### src/inc/fpfs_pkg.sv
`default_nettype none
package fpfs_pkg;
    // ----------------------------------------------------------------
    // Clock and bus geometry
    // ----------------------------------------------------------------
    localparam int unsigned CLK_HZ = 25_000_000;
    localparam int unsigned CLK_PS = 40_000;
    localparam int ADDR_W = 12;
    localparam int CNT_W = 18;
    typedef logic [CNT_W-1:0] fpfs_cnt_t;

    // ----------------------------------------------------------------
    // Register indices; the byte address is four times the index
    // ----------------------------------------------------------------
    localparam logic [7:0] RATE_IDX = 8'h43;
    localparam logic [7:0] FMT_IDX = 8'h44;
    localparam logic [7:0] STAT_IDX = 8'h50;
    localparam logic [ADDR_W-1:0] RATE_ADDR = {2'h0, RATE_IDX, 2'h0};
    localparam logic [ADDR_W-1:0] FMT_ADDR = {2'h0, FMT_IDX, 2'h0};
    localparam logic [ADDR_W-1:0] STAT_ADDR = {2'h0, STAT_IDX, 2'h0};
    localparam logic [7:0] RATE_RST = 8'h05;
    localparam logic [7:0] FMT_RST = 8'h11;

    // ----------------------------------------------------------------
    // Field positions
    // ----------------------------------------------------------------
    localparam int RATE_LSB = 0;
    localparam int STYLE_BIT = 0;
    localparam int EDGE_BIT = 1;
    localparam int WIDTH_LSB = 4;
    localparam int POL_BIT = 7;
    localparam logic [2:0] WIDTH_MAXDEF = 3'h4;
    localparam logic [2:0] WIDTH_SYNC = 3'h7;
    localparam logic [1:0] RESP_OKAY = 2'h0;
    localparam logic [1:0] RESP_SLVERR = 2'h2;

    // ----------------------------------------------------------------
    // Timing: repetition rates in millihertz, widths in picoseconds
    // ----------------------------------------------------------------
    localparam longint unsigned RATE_MHZ [8] = '{64'd166670, 64'd400000, 64'd1000000,
        64'd2000000, 64'd4000000, 64'd8000000, 64'd32000000, 64'd64000000};
    localparam longint unsigned WIDTH_PS [5] = '{64'd244141, 64'd122070, 64'd61035,
        64'd30518, 64'd15259};

    function automatic int unsigned period_cycles(input int code);
        longint unsigned c;
        c = (longint'(CLK_HZ) * 64'd1000) / RATE_MHZ[code];
        return int'(c);
    endfunction

    // A pulse width is a least time, so it rounds up, never below one cycle.
    function automatic fpfs_cnt_t width_cycles(input int code);
        longint unsigned c;
        c = (WIDTH_PS[code] + longint'(CLK_PS) - 64'd1) / longint'(CLK_PS);
        if (c < 64'd1) begin
            c = 64'd1;
        end
        return fpfs_cnt_t'(c);
    endfunction

    typedef enum logic [1:0] {
        FPFS_IDLE = 2'b00,
        FPFS_WAIT = 2'b01,
        FPFS_ACTIVE = 2'b10
    } fpfs_state_e;
endpackage
`default_nettype wire

### src/inc/fpfs_seq_if.sv
`timescale 1ns/10ps
`default_nettype none
interface fpfs_seq_if;
    import fpfs_pkg::*;
    logic start;
    fpfs_cnt_t load;
    logic done;
    logic falling_sel;
    logic launch;
    modport ctrl (output start, output load, output falling_sel, input done, input launch);
    modport timer (input start, input load, output done);
    modport edge_det (input falling_sel, output launch);
endinterface
`default_nettype wire

### src/rtl/fpfs_edge_detect.sv
`timescale 1ns/10ps
`default_nettype none
module fpfs_edge_detect (
    // Clock and reset
    input wire logic aclk,
    input wire logic aresetn,
    // Sampled synthesizer clock
    input wire logic sync_level,
    // Launch strobe towards the sequencer
    fpfs_seq_if.edge_det seq
);
    import fpfs_pkg::*;
    logic prev_reg;
    logic primed_reg;

    // Previous sample; no edge is claimed until one real sample is held.
    always_ff @(posedge aclk) begin
        if (!aresetn) begin
            prev_reg <= 1'b0;
            primed_reg <= 1'b0;
        end else begin
            prev_reg <= sync_level;
            primed_reg <= 1'b1;
        end
    end

    // Pick the rising or the falling edge of the synchronization clock.
    assign seq.launch = primed_reg & (seq.falling_sel ? (prev_reg & ~sync_level)
                                                      : (~prev_reg & sync_level));
endmodule // fpfs_edge_detect
`default_nettype wire

### src/rtl/fpfs_width_timer.sv
`timescale 1ns/10ps
`default_nettype none
module fpfs_width_timer (
    // Clock and reset
    input wire logic aclk,
    input wire logic aresetn,
    // Start, length and done
    fpfs_seq_if.timer seq
);
    import fpfs_pkg::*;
    fpfs_cnt_t cnt_reg;

    // Loaded with the length on start; done marks the last active cycle.
    // An empty counter also reads as done, so a pulse whose width code is changed
    // from the edge-timed code to a fixed one while it runs cannot hang.
    always_ff @(posedge aclk) begin
        if (!aresetn) begin
            cnt_reg <= '0;
        end else if (seq.start) begin
            cnt_reg <= seq.load;
        end else if (cnt_reg != '0) begin
            cnt_reg <= cnt_reg - fpfs_cnt_t'(1);
        end
    end

    assign seq.done = (cnt_reg <= fpfs_cnt_t'(1));
endmodule // fpfs_width_timer
`default_nettype wire

### src/rtl/fpfs_pulse_top.sv
// Operation
// - Rate code picks one of eight repetition rates.
// - Style bit: 50% clock or frame pulse.
// - Edge bit picks rising or falling launch edge.
// - Width codes 0-4 give fixed pulse lengths.
// - Width code 7 lasts one synthesizer clock cycle.
// - Polarity bit inverts the output pulse.
`timescale 1ns/10ps
`default_nettype none
module fpfs_pulse_top #(
    parameter int unsigned PER_C0 = fpfs_pkg::period_cycles(0),
    parameter int unsigned PER_C1 = fpfs_pkg::period_cycles(1),
    parameter int unsigned PER_C2 = fpfs_pkg::period_cycles(2),
    parameter int unsigned PER_C3 = fpfs_pkg::period_cycles(3),
    parameter int unsigned PER_C4 = fpfs_pkg::period_cycles(4)
) (
    // Clock and reset
    input wire logic aclk,
    input wire logic aresetn,
    // AXI4-Lite write address and data
    input wire logic [fpfs_pkg::ADDR_W-1:0] awaddr,
    input wire logic awvalid,
    output logic awready,
    input wire logic [31:0] wdata,
    input wire logic [3:0] wstrb,
    input wire logic wvalid,
    output logic wready,
    // AXI4-Lite write response
    output logic [1:0] bresp,
    output logic bvalid,
    input wire logic bready,
    // AXI4-Lite read
    input wire logic [fpfs_pkg::ADDR_W-1:0] araddr,
    input wire logic arvalid,
    output logic arready,
    output logic [31:0] rdata,
    output logic [1:0] rresp,
    output logic rvalid,
    input wire logic rready,
    // Synthesizer clock and frame pulse output
    input wire logic synth_clock_out_b,
    output logic frame_pulse_out_b
);
    import fpfs_pkg::*;

    // ----------------------------------------------------------------
    // Elaboration checks
    // ----------------------------------------------------------------
    localparam int unsigned PER_MAX = 2 ** CNT_W;
    if (PER_C0 >= PER_MAX || PER_C1 >= PER_MAX || PER_C2 >= PER_MAX ||
        PER_C3 >= PER_MAX || PER_C4 >= PER_MAX) begin : g_chk_big
        $error("Frame period does not fit the counter.");
    end
    if (PER_C0 < 2 || PER_C1 < 2 || PER_C2 < 2 || PER_C3 < 2 || PER_C4 < 2) begin : g_chk_small
        $error("Frame period needs two cycles at least.");
    end

    // ----------------------------------------------------------------
    // Lookup tables
    // ----------------------------------------------------------------
    localparam fpfs_cnt_t PER_TAB [8] = '{fpfs_cnt_t'(PER_C0), fpfs_cnt_t'(PER_C1),
        fpfs_cnt_t'(PER_C2), fpfs_cnt_t'(PER_C3), fpfs_cnt_t'(PER_C4),
        fpfs_cnt_t'(period_cycles(5)), fpfs_cnt_t'(period_cycles(6)),
        fpfs_cnt_t'(period_cycles(7))};
    localparam fpfs_cnt_t WID_TAB [5] = '{width_cycles(0), width_cycles(1),
        width_cycles(2), width_cycles(3), width_cycles(4)};

    // ----------------------------------------------------------------
    // Declarations
    // ----------------------------------------------------------------
    logic [7:0] rate_reg, fmt_reg, wbyte_reg;
    logic aw_held_reg, w_held_reg, wlane_reg, bvalid_reg, rvalid_reg, do_write;
    logic [ADDR_W-1:0] awaddr_reg;
    logic [1:0] bresp_reg, rresp_reg;
    logic [31:0] rdata_reg;
    logic [2:0] pulse_rate_code, pulse_width_code, width_eff;
    logic waveform_style_bit, launch_edge_bit, pulse_polarity_bit, sync_mode;
    fpfs_cnt_t period_sel, per_cnt_reg, per_len_reg, act_cnt_reg, act_len_reg;
    logic frame_tick, clk_level, pulse_level, fp_out_reg;
    fpfs_state_e state_reg, state_next;

    fpfs_seq_if seq ();

    // ----------------------------------------------------------------
    // Register bus
    // ----------------------------------------------------------------
    // Address and data are each held until both are in, so either order works.
    assign awready = ~aw_held_reg & ~bvalid_reg;
    assign wready = ~w_held_reg & ~bvalid_reg;
    assign do_write = aw_held_reg & w_held_reg & ~bvalid_reg;
    assign bvalid = bvalid_reg;
    assign bresp = bresp_reg;
    assign arready = ~rvalid_reg;
    assign rvalid = rvalid_reg;
    assign rdata = rdata_reg;
    assign rresp = rresp_reg;

    // Capture of the write address and write data.
    always_ff @(posedge aclk) begin
        if (!aresetn) begin
            aw_held_reg <= 1'b0;
            w_held_reg <= 1'b0;
            awaddr_reg <= '0;
            wbyte_reg <= 8'h00;
            wlane_reg <= 1'b0;
        end else begin
            if (awvalid && awready) begin
                aw_held_reg <= 1'b1;
                awaddr_reg <= awaddr;
            end else if (do_write) begin
                aw_held_reg <= 1'b0;
            end
            if (wvalid && wready) begin
                w_held_reg <= 1'b1;
                wbyte_reg <= wdata[7:0];
                wlane_reg <= wstrb[0];
            end else if (do_write) begin
                w_held_reg <= 1'b0;
            end
        end
    end

    // Write response; unmapped words answer with a slave error.
    always_ff @(posedge aclk) begin
        if (!aresetn) begin
            bvalid_reg <= 1'b0;
            bresp_reg <= RESP_OKAY;
        end else if (do_write) begin
            bvalid_reg <= 1'b1;
            if (awaddr_reg[ADDR_W-1:2] == RATE_ADDR[ADDR_W-1:2] ||
                awaddr_reg[ADDR_W-1:2] == FMT_ADDR[ADDR_W-1:2] ||
                awaddr_reg[ADDR_W-1:2] == STAT_ADDR[ADDR_W-1:2]) begin
                bresp_reg <= RESP_OKAY;
            end else begin
                bresp_reg <= RESP_SLVERR;
            end
        end else if (bready) begin
            bvalid_reg <= 1'b0;
        end
    end

    // The two format registers; reserved bits are stored as written.
    always_ff @(posedge aclk) begin
        if (!aresetn) begin
            rate_reg <= RATE_RST;
            fmt_reg <= FMT_RST;
        end else if (do_write && wlane_reg) begin
            if (awaddr_reg[ADDR_W-1:2] == RATE_ADDR[ADDR_W-1:2]) begin
                rate_reg <= wbyte_reg;
            end
            if (awaddr_reg[ADDR_W-1:2] == FMT_ADDR[ADDR_W-1:2]) begin
                fmt_reg <= wbyte_reg;
            end
        end
    end

    // Read channel; the status word shows the sequencer state and output.
    always_ff @(posedge aclk) begin
        if (!aresetn) begin
            rvalid_reg <= 1'b0;
            rdata_reg <= 32'h00000000;
            rresp_reg <= RESP_OKAY;
        end else if (arvalid && arready) begin
            rvalid_reg <= 1'b1;
            rresp_reg <= RESP_OKAY;
            if (araddr[ADDR_W-1:2] == RATE_ADDR[ADDR_W-1:2]) begin
                rdata_reg <= {24'h000000, rate_reg};
            end else if (araddr[ADDR_W-1:2] == FMT_ADDR[ADDR_W-1:2]) begin
                rdata_reg <= {24'h000000, fmt_reg};
            end else if (araddr[ADDR_W-1:2] == STAT_ADDR[ADDR_W-1:2]) begin
                rdata_reg <= {29'h00000000, fp_out_reg, state_reg};
            end else begin
                rdata_reg <= 32'h00000000;
                rresp_reg <= RESP_SLVERR;
            end
        end else if (rready) begin
            rvalid_reg <= 1'b0;
        end
    end

    // ----------------------------------------------------------------
    // Field decode
    // ----------------------------------------------------------------
    assign pulse_rate_code = rate_reg[RATE_LSB +: 3];
    assign waveform_style_bit = fmt_reg[STYLE_BIT];
    assign launch_edge_bit = fmt_reg[EDGE_BIT];
    assign pulse_width_code = fmt_reg[WIDTH_LSB +: 3];
    assign pulse_polarity_bit = fmt_reg[POL_BIT];
    assign sync_mode = (pulse_width_code == WIDTH_SYNC);
    // Reserved width codes fall back to the shortest fixed width.
    assign width_eff = (pulse_width_code > WIDTH_MAXDEF) ? WIDTH_MAXDEF
                                                         : pulse_width_code;
    assign period_sel = PER_TAB[pulse_rate_code];

    // ----------------------------------------------------------------
    // Frame period and clock-style waveform
    // ----------------------------------------------------------------
    // A rate change takes effect at the next wrap, so no period is cut short.
    // The period is latched with it, so the half-way mark cannot move mid-period.
    always_ff @(posedge aclk) begin
        if (!aresetn) begin
            per_cnt_reg <= '0;
            per_len_reg <= '1;
        end else if (per_cnt_reg == '0) begin
            per_cnt_reg <= period_sel - fpfs_cnt_t'(1);
            per_len_reg <= period_sel;
        end else begin
            per_cnt_reg <= per_cnt_reg - fpfs_cnt_t'(1);
        end
    end

    assign frame_tick = (per_cnt_reg == '0);
    assign clk_level = (per_cnt_reg >= (per_len_reg >> 1));

    // ----------------------------------------------------------------
    // Frame pulse sequencer
    // ----------------------------------------------------------------
    assign seq.falling_sel = launch_edge_bit;
    assign seq.start = (state_reg == FPFS_WAIT) && seq.launch && !sync_mode;
    assign seq.load = WID_TAB[width_eff];

    // The pulse waits for the chosen edge; a stopped synthesizer clock holds it.
    always_comb begin
        state_next = state_reg;
        unique case (state_reg)
            FPFS_IDLE: begin
                if (waveform_style_bit && frame_tick) begin
                    state_next = FPFS_WAIT;
                end
            end
            FPFS_WAIT: begin
                if (!waveform_style_bit) begin
                    state_next = FPFS_IDLE;
                end else if (seq.launch) begin
                    state_next = FPFS_ACTIVE;
                end
            end
            FPFS_ACTIVE: begin
                if (!waveform_style_bit || (sync_mode ? seq.launch : seq.done)) begin
                    state_next = FPFS_IDLE;
                end
            end
            default: begin
                state_next = FPFS_IDLE;
            end
        endcase
    end

    // Sequencer state.
    always_ff @(posedge aclk) begin
        if (!aresetn) begin
            state_reg <= FPFS_IDLE;
        end else begin
            state_reg <= state_next;
        end
    end

    // Output flop keeps the pin free of decode glitches.
    assign pulse_level = waveform_style_bit ? (state_reg == FPFS_ACTIVE) : clk_level;
    always_ff @(posedge aclk) begin
        if (!aresetn) begin
            fp_out_reg <= 1'b0;
        end else begin
            fp_out_reg <= pulse_level ^ pulse_polarity_bit;
        end
    end
    assign frame_pulse_out_b = fp_out_reg;

    fpfs_edge_detect u_edge (
        .aclk(aclk),
        .aresetn(aresetn),
        .sync_level(synth_clock_out_b),
        .seq(seq.edge_det)
    );

    fpfs_width_timer u_timer (
        .aclk(aclk),
        .aresetn(aresetn),
        .seq(seq.timer)
    );

    // ----------------------------------------------------------------
    // Checks
    // ----------------------------------------------------------------
    // Cycles spent in the active state and the length given at launch, read only by the checks.
    always_ff @(posedge aclk) begin
        if (!aresetn) begin
            act_cnt_reg <= '0;
            act_len_reg <= '0;
        end else if (state_reg == FPFS_ACTIVE) begin
            act_cnt_reg <= act_cnt_reg + fpfs_cnt_t'(1);
        end else begin
            act_cnt_reg <= '0;
            act_len_reg <= seq.start ? WID_TAB[width_eff] : '0;
        end
    end
endmodule // fpfs_pulse_top
`default_nettype wire

### config.mk
export PLATFORM = sky130hd
export DESIGN_NAME = fpfs_pulse_top
export DESIGN_NICKNAME = d
export VERILOG_FILES = /design/src/inc/fpfs_pkg.sv /design/src/inc/fpfs_seq_if.sv /design/src/rtl/fpfs_edge_detect.sv /design/src/rtl/fpfs_width_timer.sv /design/src/rtl/fpfs_pulse_top.sv
export SDC_FILE = /design/constraint.sdc
export NUM_CORES = 1
export LEC_CHECK = 0
export BUFFER_PORTS_ARGS = -buffer_cell sky130_fd_sc_hd__clkbuf_2
export CAP_MARGIN = 20
export CORE_UTILIZATION = 40
export DETAILED_ROUTE_END_ITERATION = 10
export PLACE_DENSITY = 0.63
export REMOVE_ABC_BUFFERS = 1
export SYNTH_ARGS = -nofsm -noshare
export SYNTH_HDL_FRONTEND = slang
export SYNTH_SLANG_ARGS = --single-unit
### constraint.sdc
create_clock -name aclk -period 6.95 [get_ports aclk]
set_input_delay 0.695 -clock aclk [delete_from_list [all_inputs] [get_ports aclk]]
set_output_delay 0.695 -clock aclk [all_outputs]
set_load 0.005 [all_outputs]
==> results.cfg, run 1 <==
[final_layout]
multi_input_comb_area_sq_um = 3100
final_util_pct = 45.9
number_of_inserted_diodes = 0
layout-drive-gt1-share_pct = 13.4
final_layout_net_count = 792
regArea_sq_um = 2140
fillCellCount = 1332
flow.area_growth_from_synthesis_pct = 10.9
final_design_area_no_fill_sq_um = 6150
instances_no_fill = 878

[floorplan]
placeableCoreArea_sq_um = 13400
num_rows = 42
die_height_microns = 120
die-width_microns = 120
fp.dieArea_sq_um = 14300
initial_utilization_pct = 41.4
io-pin-count = 110

[setup_path]
timing.critical_path.from_type = register
worstPathCellList = inv_1 > ha_1 > nand2b_1 > o21ai_0 > a21oi_1 > ha_1 > or3b_2 > a311oi_2 > and2_1 > nor4b_1 > o31ai_1
timing.reg2reg.worst_path_depth = 11
max_stage_delay_ps = 530
path_common_cell = ha_1
timing.critical_path.required_ps = 7190
critical_path.endpoint_type = register
timing.critical_path.arrival_ps = 3760
cp_slowest_cell = dfxtp_1
crit_path_max_fanout = 10
timing_worst_setup_path_type = register to register

[sta]
worst_clock_skew_ps = 5.68
finalCriticalPeriod_ps = 3520
finalSetupViolCount = 0
final.period_utilization_pct = 50.6
finalSetupTns_ps = 0
timing.final.max_slew_violations = 0
setup_repair_after_global_routing_missed_its_margin = no
hold-worst-slack_ps = 455
timing_worst_slew_pin_value_ps = 862
max-slew-margin-rel_pct = 42.1
post-route-worst-setup-slack_ps = 3430
fmax_mhz = 284
final_count_of_hold_timing_violations = 0

[worst_hold_path]
worst_hold_path.num_cells = 2
hold_path_class = register to register

[grt]
largest_net_degree_at_the_start_of_global_routing = 65
first_global_vias = 4315
globalRouteTotalUtil_pct = 18.4
grt_pass1_wl_mm = 21.0
grt_antenna_before_repair = 0
globalRouteOverflowTotal = 0

[clock_tree]
postCtsResizedCells = 0
clockRootBuffer = clkbuf_16
clock_insertion_delay_worst_skew_ps = 350
cts_made_buffers = 9
clkSinkCount = 107
clkSlewWorstSetupHoldPaths_ps = 70
cts-root-to-sink-buffers = 2
post-cts-setup-buffer-count = 0
cts_tree = done
cts_hold_buf = 0
cts-htree-levels = 3

[synthesis]
netlist_area_sq_um = 5550
post_synthesis_mean_instance_area_sq_um = 8.45
post_synth_main_area_contributors = dfxtp_1, ha_1, nand2_1
synth-warning-count = 0
synth.yosys.seq_area_share_pct = 38.6
main_synth_ff_type = dfxtp_1
synth_area_leader_cell = dfxtp_1
synth_top_area_share_pct = 38.6
post_synthesis_cell_type_count = 71
synth_top_cells_by_count = dfxtp_1, nand2_1, a21oi_1, nor2_1, inv_1
count_of_state_elements_after_synthesis = 107
postSynthCellCount = 657
async_reset_ff_share_pct = 0
yosys.cell_count.top_type = dfxtp_1
synth_enable_flop_cells = 0

[power_and_ir_drop]
cellPowerDensity_nw_per_um2 = 381
leakage_nw = 2.56
fin_total_pwr_mw = 2.35
vdd.ir_drop.worst_mv = 0.143

[placement]
hpwlAfterDp_mm = 9.29
buffer_ports.inserted = 52
detailedPlace.worstSlack_ps = 3460
placed_cell_area_sq_um = 5850
place_inst = 861
gp_congestion = 0.898

[run_status]
run_status = finished clean

[drt]
finalWirelength_mm = 12.9
drt_first_iter_violations = 281
route.vias.total = 4729
drt.antenna.violating_nets = 0
detailedRoute.firstPassIterationCount = 5
vias_per_cell = 5.39
drc = 0
wire_per_inst_microns = 14.7

[run]
maxCapViolCount = 0
## routing by layer
metal / global-route usage (%) / wire [microns] / vias up
met2: 29.6 / 5970 / 119
li1: - / - / 2363
met1: 24.5 / 6260 / 2229
met4: 8.67 / 272 / 0
met5: 0 / 0 / -
met3: 2.33 / 398 / 18
## path summary, 6_finish.rpt
kind / startpoint / end / slack [ps]
setup reg to reg: rate_reg[0]$_SDFFE_PN1P_ / per_cnt_reg[10]$_SDFF_PN0_ / 3430
setup / recovery: rate_reg[0]$_SDFFE_PN1P_ / per_cnt_reg[10]$_SDFF_PN0_ / 3430
hold / removal: awaddr_reg[7]$_SDFFE_PN0P_ / awaddr_reg[7]$_SDFFE_PN0P_ / 460
hold reg to reg: awaddr_reg[7]$_SDFFE_PN0P_ / awaddr_reg[7]$_SDFFE_PN0P_ / 460
## cell usage in the layout, fill, tap and decap left out, types with 9 or more instances in the layout
cell,count
ha_1,27
xnor2_1,9
xor2_1,13
o21ai_0,17
nand3b_1,12
nand2b_1,10
inv_1,28
mux2i_1,15
conb_1,26
o211ai_1,15
nor2_1,56
a21oi_1,57
nor3_1,20
dfxtp_1,107
clkbuf_2,52
a211oi_1,10
nand2_1,79
nand3_1,14
clkbuf_16,9
## worst max-delay path: cells and delay by family, from the launching register on
| family | cells | cell delay, ps |
|---|---|---|
| fa+ha+maj | 2 | 580 |
| compound gates | 4 | 900 |
| buf+inv | 1 | 190 |
| simple gates | 4 | 1190 |
| flops | 1 | 530 |
## cells by family (layout without fill, tap and decap cells)
family                     after synthesis  count (layout)  synth area share (%)
xor gates and xnor gates                22              22                  3.47
and+or+nand+nor                        250             250                  23.3
DFF                                    107             107                  38.6
other                                    1              26                0.0676
adders and majority gates               27              27                  6.09
muxes                                   18              18                  3.31
buffers and inverters                   80             100                  7.24
AOI/OAI and AO/OA                      152             152                  17.9
## cell type report
type	instances	share of cell area, %
clock inverters	6	0.752
well taps	176	3.58
repair buffers	55	4.80
clock buffers	10	3.88
inverters	29	1.77
flip-flops and latches	107	34.8
multi-input cells	495	50.4
## report_power, final
| part | internal [mW] | switching [mW] |
|---|---|---|
| logic | 0.416 | 0.576 |
| registers | 0.742 | 0.117 |
| clock network | 0.257 | 0.238 |
No activity file was read; power rests on OpenSTA's default activity.
==> inputs of run 2 (changes only) <==
--- a/config.mk
+++ b/config.mk
@@ -9,7 +9,7 @@
 export CAP_MARGIN = 20
 export CORE_UTILIZATION = 40
 export DETAILED_ROUTE_END_ITERATION = 10
-export PLACE_DENSITY = 0.63
+export PLACE_DENSITY = 0.65
 export REMOVE_ABC_BUFFERS = 1
 export SYNTH_ARGS = -nofsm -noshare
 export SYNTH_HDL_FRONTEND = slang
==> constraint.sdc (replaced) <==
create_clock -name aclk -period 3.15 [get_ports aclk]
set_input_delay 0.315 -clock aclk [delete_from_list [all_inputs] [get_ports aclk]]
set_output_delay 0.315 -clock aclk [all_outputs]
set_load 0.005 [all_outputs]
==> results.cfg, run 2 (synthesized netlist as in run 1, its figures left out) <==
[final_layout]
regArea_sq_um = 2140
final_design_area_no_fill_sq_um = 6270
flow.area_growth_from_synthesis_pct = 13.0
layout_commonest_cell = dfxtp_1
highest_count_cells_in_the_layout_ignoring_fill_and_taps = dfxtp_1, nand2_1, a21oi_1, nor2_1, clkbuf_2
number_of_inserted_diodes = 0
final_layout_net_count = 805
fillCellCount = 1296
instances_no_fill = 891
layout-drive-gt1-share_pct = 15.0
multi_input_comb_area_sq_um = 3120

[drt]
vias_per_cell = 5.39
drt.antenna.violating_nets = 0
drc = 0
route.vias.total = 4803
detailedRoute.firstPassIterationCount = 5
finalWirelength_mm = 13.3
wire_per_inst_microns = 14.9
drt_first_iter_violations = 339

[setup_path]
r2r_setup_slack_ps = 250
endpoint = per_cnt_reg[10]$_SDFF_PN0_
timing_worst_setup_path_type = register to register
worstPathCellList = inv_1 > ha_1 > inv_1 > o21ai_0 > a21oi_1 > ha_1 > or3b_2 > a311oi_4 > and2_1 > nor4b_2 > o31ai_1
crit_path_max_fanout = 5
timing.critical_path.from_type = register
cp_slowest_cell = or3b_2
r2r-end = per_cnt_reg[10]$_SDFF_PN0_
max_stage_delay_ps = 520
timing.reg2reg.worst_path_depth = 11
crit_path_start = rate_reg[0]$_SDFFE_PN1P_
critical_path.endpoint_type = register
timing.critical_path.arrival_ps = 3110
regToRegStartpoint = rate_reg[0]$_SDFFE_PN1P_
timing.critical_path.required_ps = 3360

[sta]
timing.final.max_slew_violations = 0
finalCriticalPeriod_ps = 2900
finalSetupViolCount = 0
final.period_utilization_pct = 92.2
timing_worst_slew_pin_value_ps = 933
max-slew-margin-rel_pct = 37.7
setup_repair_after_global_routing_missed_its_margin = no
fmax_mhz = 344
worst_clock_skew_ps = 8.29
finalSetupTns_ps = 0
final_count_of_hold_timing_violations = 0

[grt]
largest_net_degree_at_the_start_of_global_routing = 53
grt_antenna_before_repair = 0
globalRouteOverflowTotal = 0
globalRouteTotalUtil_pct = 19.1
grt_pass1_wl_mm = 22.0
first_global_vias = 4591

[clock_tree]
cts-htree-levels = 3
cts-root-to-sink-buffers = 2
clkSinkCount = 107
clockRootBuffer = clkbuf_16
cts_tree = done
cts_hold_buf = 0
clock_insertion_delay_worst_skew_ps = 360
cts_made_buffers = 9
clkSlewWorstSetupHoldPaths_ps = 70

[placement]
hpwlAfterDp_mm = 9.69
placed_cell_area_sq_um = 5950
buffer_ports.inserted = 52
gp_congestion = 0.932
place_inst = 874

[power_and_ir_drop]
cellPowerDensity_nw_per_um2 = 852
vdd.ir_drop.worst_mv = 0.288
fin_total_pwr_mw = 5.35
leakage_nw = 2.64

[floorplan]
placeableCoreArea_sq_um = 13400
num_rows = 42
die_height_microns = 120
io-pin-count = 110
fp.dieArea_sq_um = 14300
initial_utilization_pct = 41.4
die-width_microns = 120

[run_status]
run_status = finished clean

[worst_hold_path]
worst_hold_path.num_cells = 2
hold_path_class = primary input to register

[run]
maxCapViolCount = 0
[run 2: worst min path at each step]
stage	start	endpoint	slack, ps
2_1_floorplan	aresetn	u_edge.primed_reg$_DFF_P_	340
3_3_place_gp	awaddr_reg[9]$_SDFFE_PN0P_	awaddr_reg[9]$_SDFFE_PN0P_	440
3_5_place_dp	awaddr_reg[8]$_SDFFE_PN0P_	awaddr_reg[8]$_SDFFE_PN0P_	440
4_1_cts	rready	rvalid$_SDFFE_PN0P_	120
5_1_grt	rready	rvalid$_SDFFE_PN0P_	140
6_report	rready	rvalid$_SDFFE_PN0P_	130
[run 2: layout make-up]
type | instances | share of cell area [%]
multi-input cells | 495 | 49.7
flip-flops and latches | 107 | 34.2
repair buffers | 68 | 6.06
clock buffers | 10 | 3.65
well taps | 176 | 3.51
inverters | 29 | 1.74
clock inverters | 6 | 1.16
[run 2: stage by stage]
stage                     util [%]  hold slack [ps]  setup WS, ps
after floorplan                  -              343          -224
after global placement        44.4              438           166
after detailed placement      44.4              442          80.5
after CTS                     46.6              124          64.5
after global routing          46.8              140          18.5
final                         46.8              132           245
[run 2: per-layer routing]
metal  wire, microns  track usage [%]
met1            6310             24.8
met2            6190             31.1
met3             484             2.71
met4             270             8.91
met5               0                0
[run 2: power by group]
| part | internal, mW | total [mW] | leakage (nW) | switching, mW |
|---|---|---|---|---|
| sequential | 1.64 | 1.90 | 0.876 | 0.260 |
| clock | 0.627 | 1.15 | 0.149 | 0.525 |
| combinational | 0.968 | 2.30 | 1.61 | 1.33 |
| total | 3.23 | 5.35 | 2.64 | 2.11 |
[run 2: critical path: cells and delay by family, from the launching register on]
kind	cells	cell delay, ps
AND/OR/NAND/NOR	3	980
adder cells (fa/ha/maj)	2	520
buffers and inverters	2	160
AO/OA/AOI/OAI	4	760
flip-flops	1	330
[run 2: what timing repair did]
action                                  in CTS  in global routing
resized for setup                            0                  2
endpoints found under the setup margin       0                  4
setup buffers                                0                  1
==> inputs of run 3 (changes only) <==
--- a/config.mk
+++ b/config.mk
@@ -5,7 +5,7 @@
 export SDC_FILE = /design/constraint.sdc
 export NUM_CORES = 1
 export LEC_CHECK = 0
-export BUFFER_PORTS_ARGS = -buffer_cell sky130_fd_sc_hd__clkbuf_2
+export BUFFER_PORTS_ARGS = -buffer_cell sky130_fd_sc_hd__buf_4
 export CAP_MARGIN = 20
 export CORE_UTILIZATION = 40
 export DETAILED_ROUTE_END_ITERATION = 10
==> results.cfg, run 3 (synthesized netlist as in run 1, its figures left out) <==
[run_status]
run_status = finished clean

[sta]
worst_clock_skew_ps = 8.99
finalCriticalPeriod_ps = 2930
final_count_of_hold_timing_violations = 0
max-slew-margin-rel_pct = 36.1
timing.final.max_slew_violations = 0
final.period_utilization_pct = 93.0
finalSetupViolCount = 0
finalSetupTns_ps = 0
setup_repair_after_global_routing_missed_its_margin = no
fmax_mhz = 341
timing_worst_slew_pin_value_ps = 950
hold-worst-slack_ps = 142

[clock_tree]
postCtsResizedCells = 0
cts-root-to-sink-buffers = 2
cts_hold_buf = 0
clock_insertion_delay_worst_skew_ps = 350
cts_tree = done
clkSinkCount = 107
cts_made_buffers = 9
cts-htree-levels = 3
post-cts-setup-buffer-count = 0
clockRootBuffer = clkbuf_16
clkSlewWorstSetupHoldPaths_ps = 70

[setup_path]
timing.critical_path.required_ps = 3390
timing.critical_path.arrival_ps = 3170
crit_path_max_fanout = 4
r2r_setup_slack_ps = 220
timing.reg2reg.worst_path_depth = 11
regToRegStartpoint = rate_reg[0]$_SDFFE_PN1P_
timing.critical_path.from_type = register
critical_path.endpoint_type = register
timing_worst_setup_path_type = register to register
r2r-end = per_cnt_reg[10]$_SDFF_PN0_

[final_layout]
layout_commonest_cell = dfxtp_1
multi_input_comb_area_sq_um = 3110
regArea_sq_um = 2140
fillCellCount = 1269
highest_count_cells_in_the_layout_ignoring_fill_and_taps = dfxtp_1, nand2_1, buf_4, a21oi_1, nor2_1
number_of_inserted_diodes = 0
layout-drive-gt1-share_pct = 14.7
flow.area_growth_from_synthesis_pct = 15.6
final_util_pct = 47.9
final_layout_net_count = 803
instances_no_fill = 889

[drt]
finalWirelength_mm = 13.0
vias_per_cell = 5.33
wire_per_inst_microns = 14.7
drt_first_iter_violations = 326
drc = 0
detailedRoute.firstPassIterationCount = 5
drt.antenna.violating_nets = 0
route.vias.total = 4741

[worst_hold_path]
hold_path_class = primary input to register
worst_hold_path.num_cells = 2
holdCritStartpoint = rready
worstHoldEndpoint = rvalid$_SDFFE_PN0P_

[floorplan]
fp.dieArea_sq_um = 14300
die_height_microns = 120
placeableCoreArea_sq_um = 13400
initial_utilization_pct = 41.4
die-width_microns = 120
io-pin-count = 110
num_rows = 42

[placement]
place_inst = 872
gp_congestion = 0.909
buffer_ports.inserted = 52
hpwlAfterDp_mm = 9.55

[grt]
globalRouteTotalUtil_pct = 18.5
globalRouteOverflowTotal = 0
grt_antenna_before_repair = 0
grt_pass1_wl_mm = 21.2
first_global_vias = 4381
largest_net_degree_at_the_start_of_global_routing = 65

[run]
maxCapViolCount = 0

[power_and_ir_drop]
leakage_nw = 2.67
vdd.ir_drop.worst_mv = 0.317
cellPowerDensity_nw_per_um2 = 838
## run 3: changes by cell type in the layout (fill, tap and decap cells not counted), sizes merged
cell / delta
clkbuf: -51
inv: +1
buf: +50
clkinv: -2
## run 3: how the worst max path moves through the flow
| stage | from | to | slack [ps] | cells past startpoint |
|---|---|---|---|---|
| after global placement | rate_reg[0]$_SDFFE_PN1P_ | per_cnt_reg[10]$_SDFF_PN0_ | 240 | 11 |
| after detailed placement | rate_reg[0]$_SDFFE_PN1P_ | per_cnt_reg[10]$_SDFF_PN0_ | 170 | 11 |
| after global routing | rate_reg[0]$_SDFFE_PN1P_ | per_cnt_reg[10]$_SDFF_PN0_ | 9 | 11 |
| after CTS | rate_reg[0]$_SDFFE_PN1P_ | per_cnt_reg[10]$_SDFF_PN0_ | 140 | 11 |
| final | rate_reg[0]$_SDFFE_PN1P_ | per_cnt_reg[10]$_SDFF_PN0_ | 220 | 11 |
| after floorplan | per_cnt_reg[15]$_SDFF_PN0_ | per_cnt_reg[10]$_SDFF_PN0_ | -220 | 10 |
## run 3: final cells by class
cell class,count,share of cell area (%)
Clock buffer,11,3.94
Clock inverter,5,1.05
Inverter,29,1.70
Multi-Input combinational cell,495,48.5
Sequential cell,107,33.4
Tap cell,176,3.43
Timing Repair Buffer,66,7.92
## run 3: worst max-delay path, stage by stage (launching register included)
cell and delay, ps:
dfxtp_1 330, inv_1 60, ha_1 310, inv_1 100
o21ai_0 80, a21oi_1 190, ha_1 210, or3b_2 520
a311oi_4 380, and2_1 240, nor4b_1 280, o31ai_1 110
## run 3: metal layers
| metal | share of wire, % | up-vias | track usage [%] |
|---|---|---|---|
| met5 | 0 | - | 0 |
| met4 | 2.0 | 0 | 6.88 |
| met3 | 4.6 | 18 | 3.66 |
| met2 | 47 | 143 | 30.0 |
| met1 | 47 | 2199 | 24.3 |
| li1 | - | 2381 | - |
## run 3: power by group
part / switching [mW] / internal [mW] / leakage (nW)
Clock: 0.520 / 0.673 / 0.159
Combinational: 1.30 / 0.988 / 1.64
Sequential: 0.256 / 1.64 / 0.876
Total: 2.07 / 3.30 / 2.67
## run 3: per-stage QoR
step | total power [mW] | setup slack [ps] | instance area (sq um)
after floorplan | 3.56 | -224 | 5350
after global placement | 4.07 | 244 | 6060
after detailed placement | 4.14 | 170 | 6060
after CTS | 5.36 | 139 | 6380
after global routing | 5.77 | 8.57 | 6410
final | 5.37 | 220 | 6410
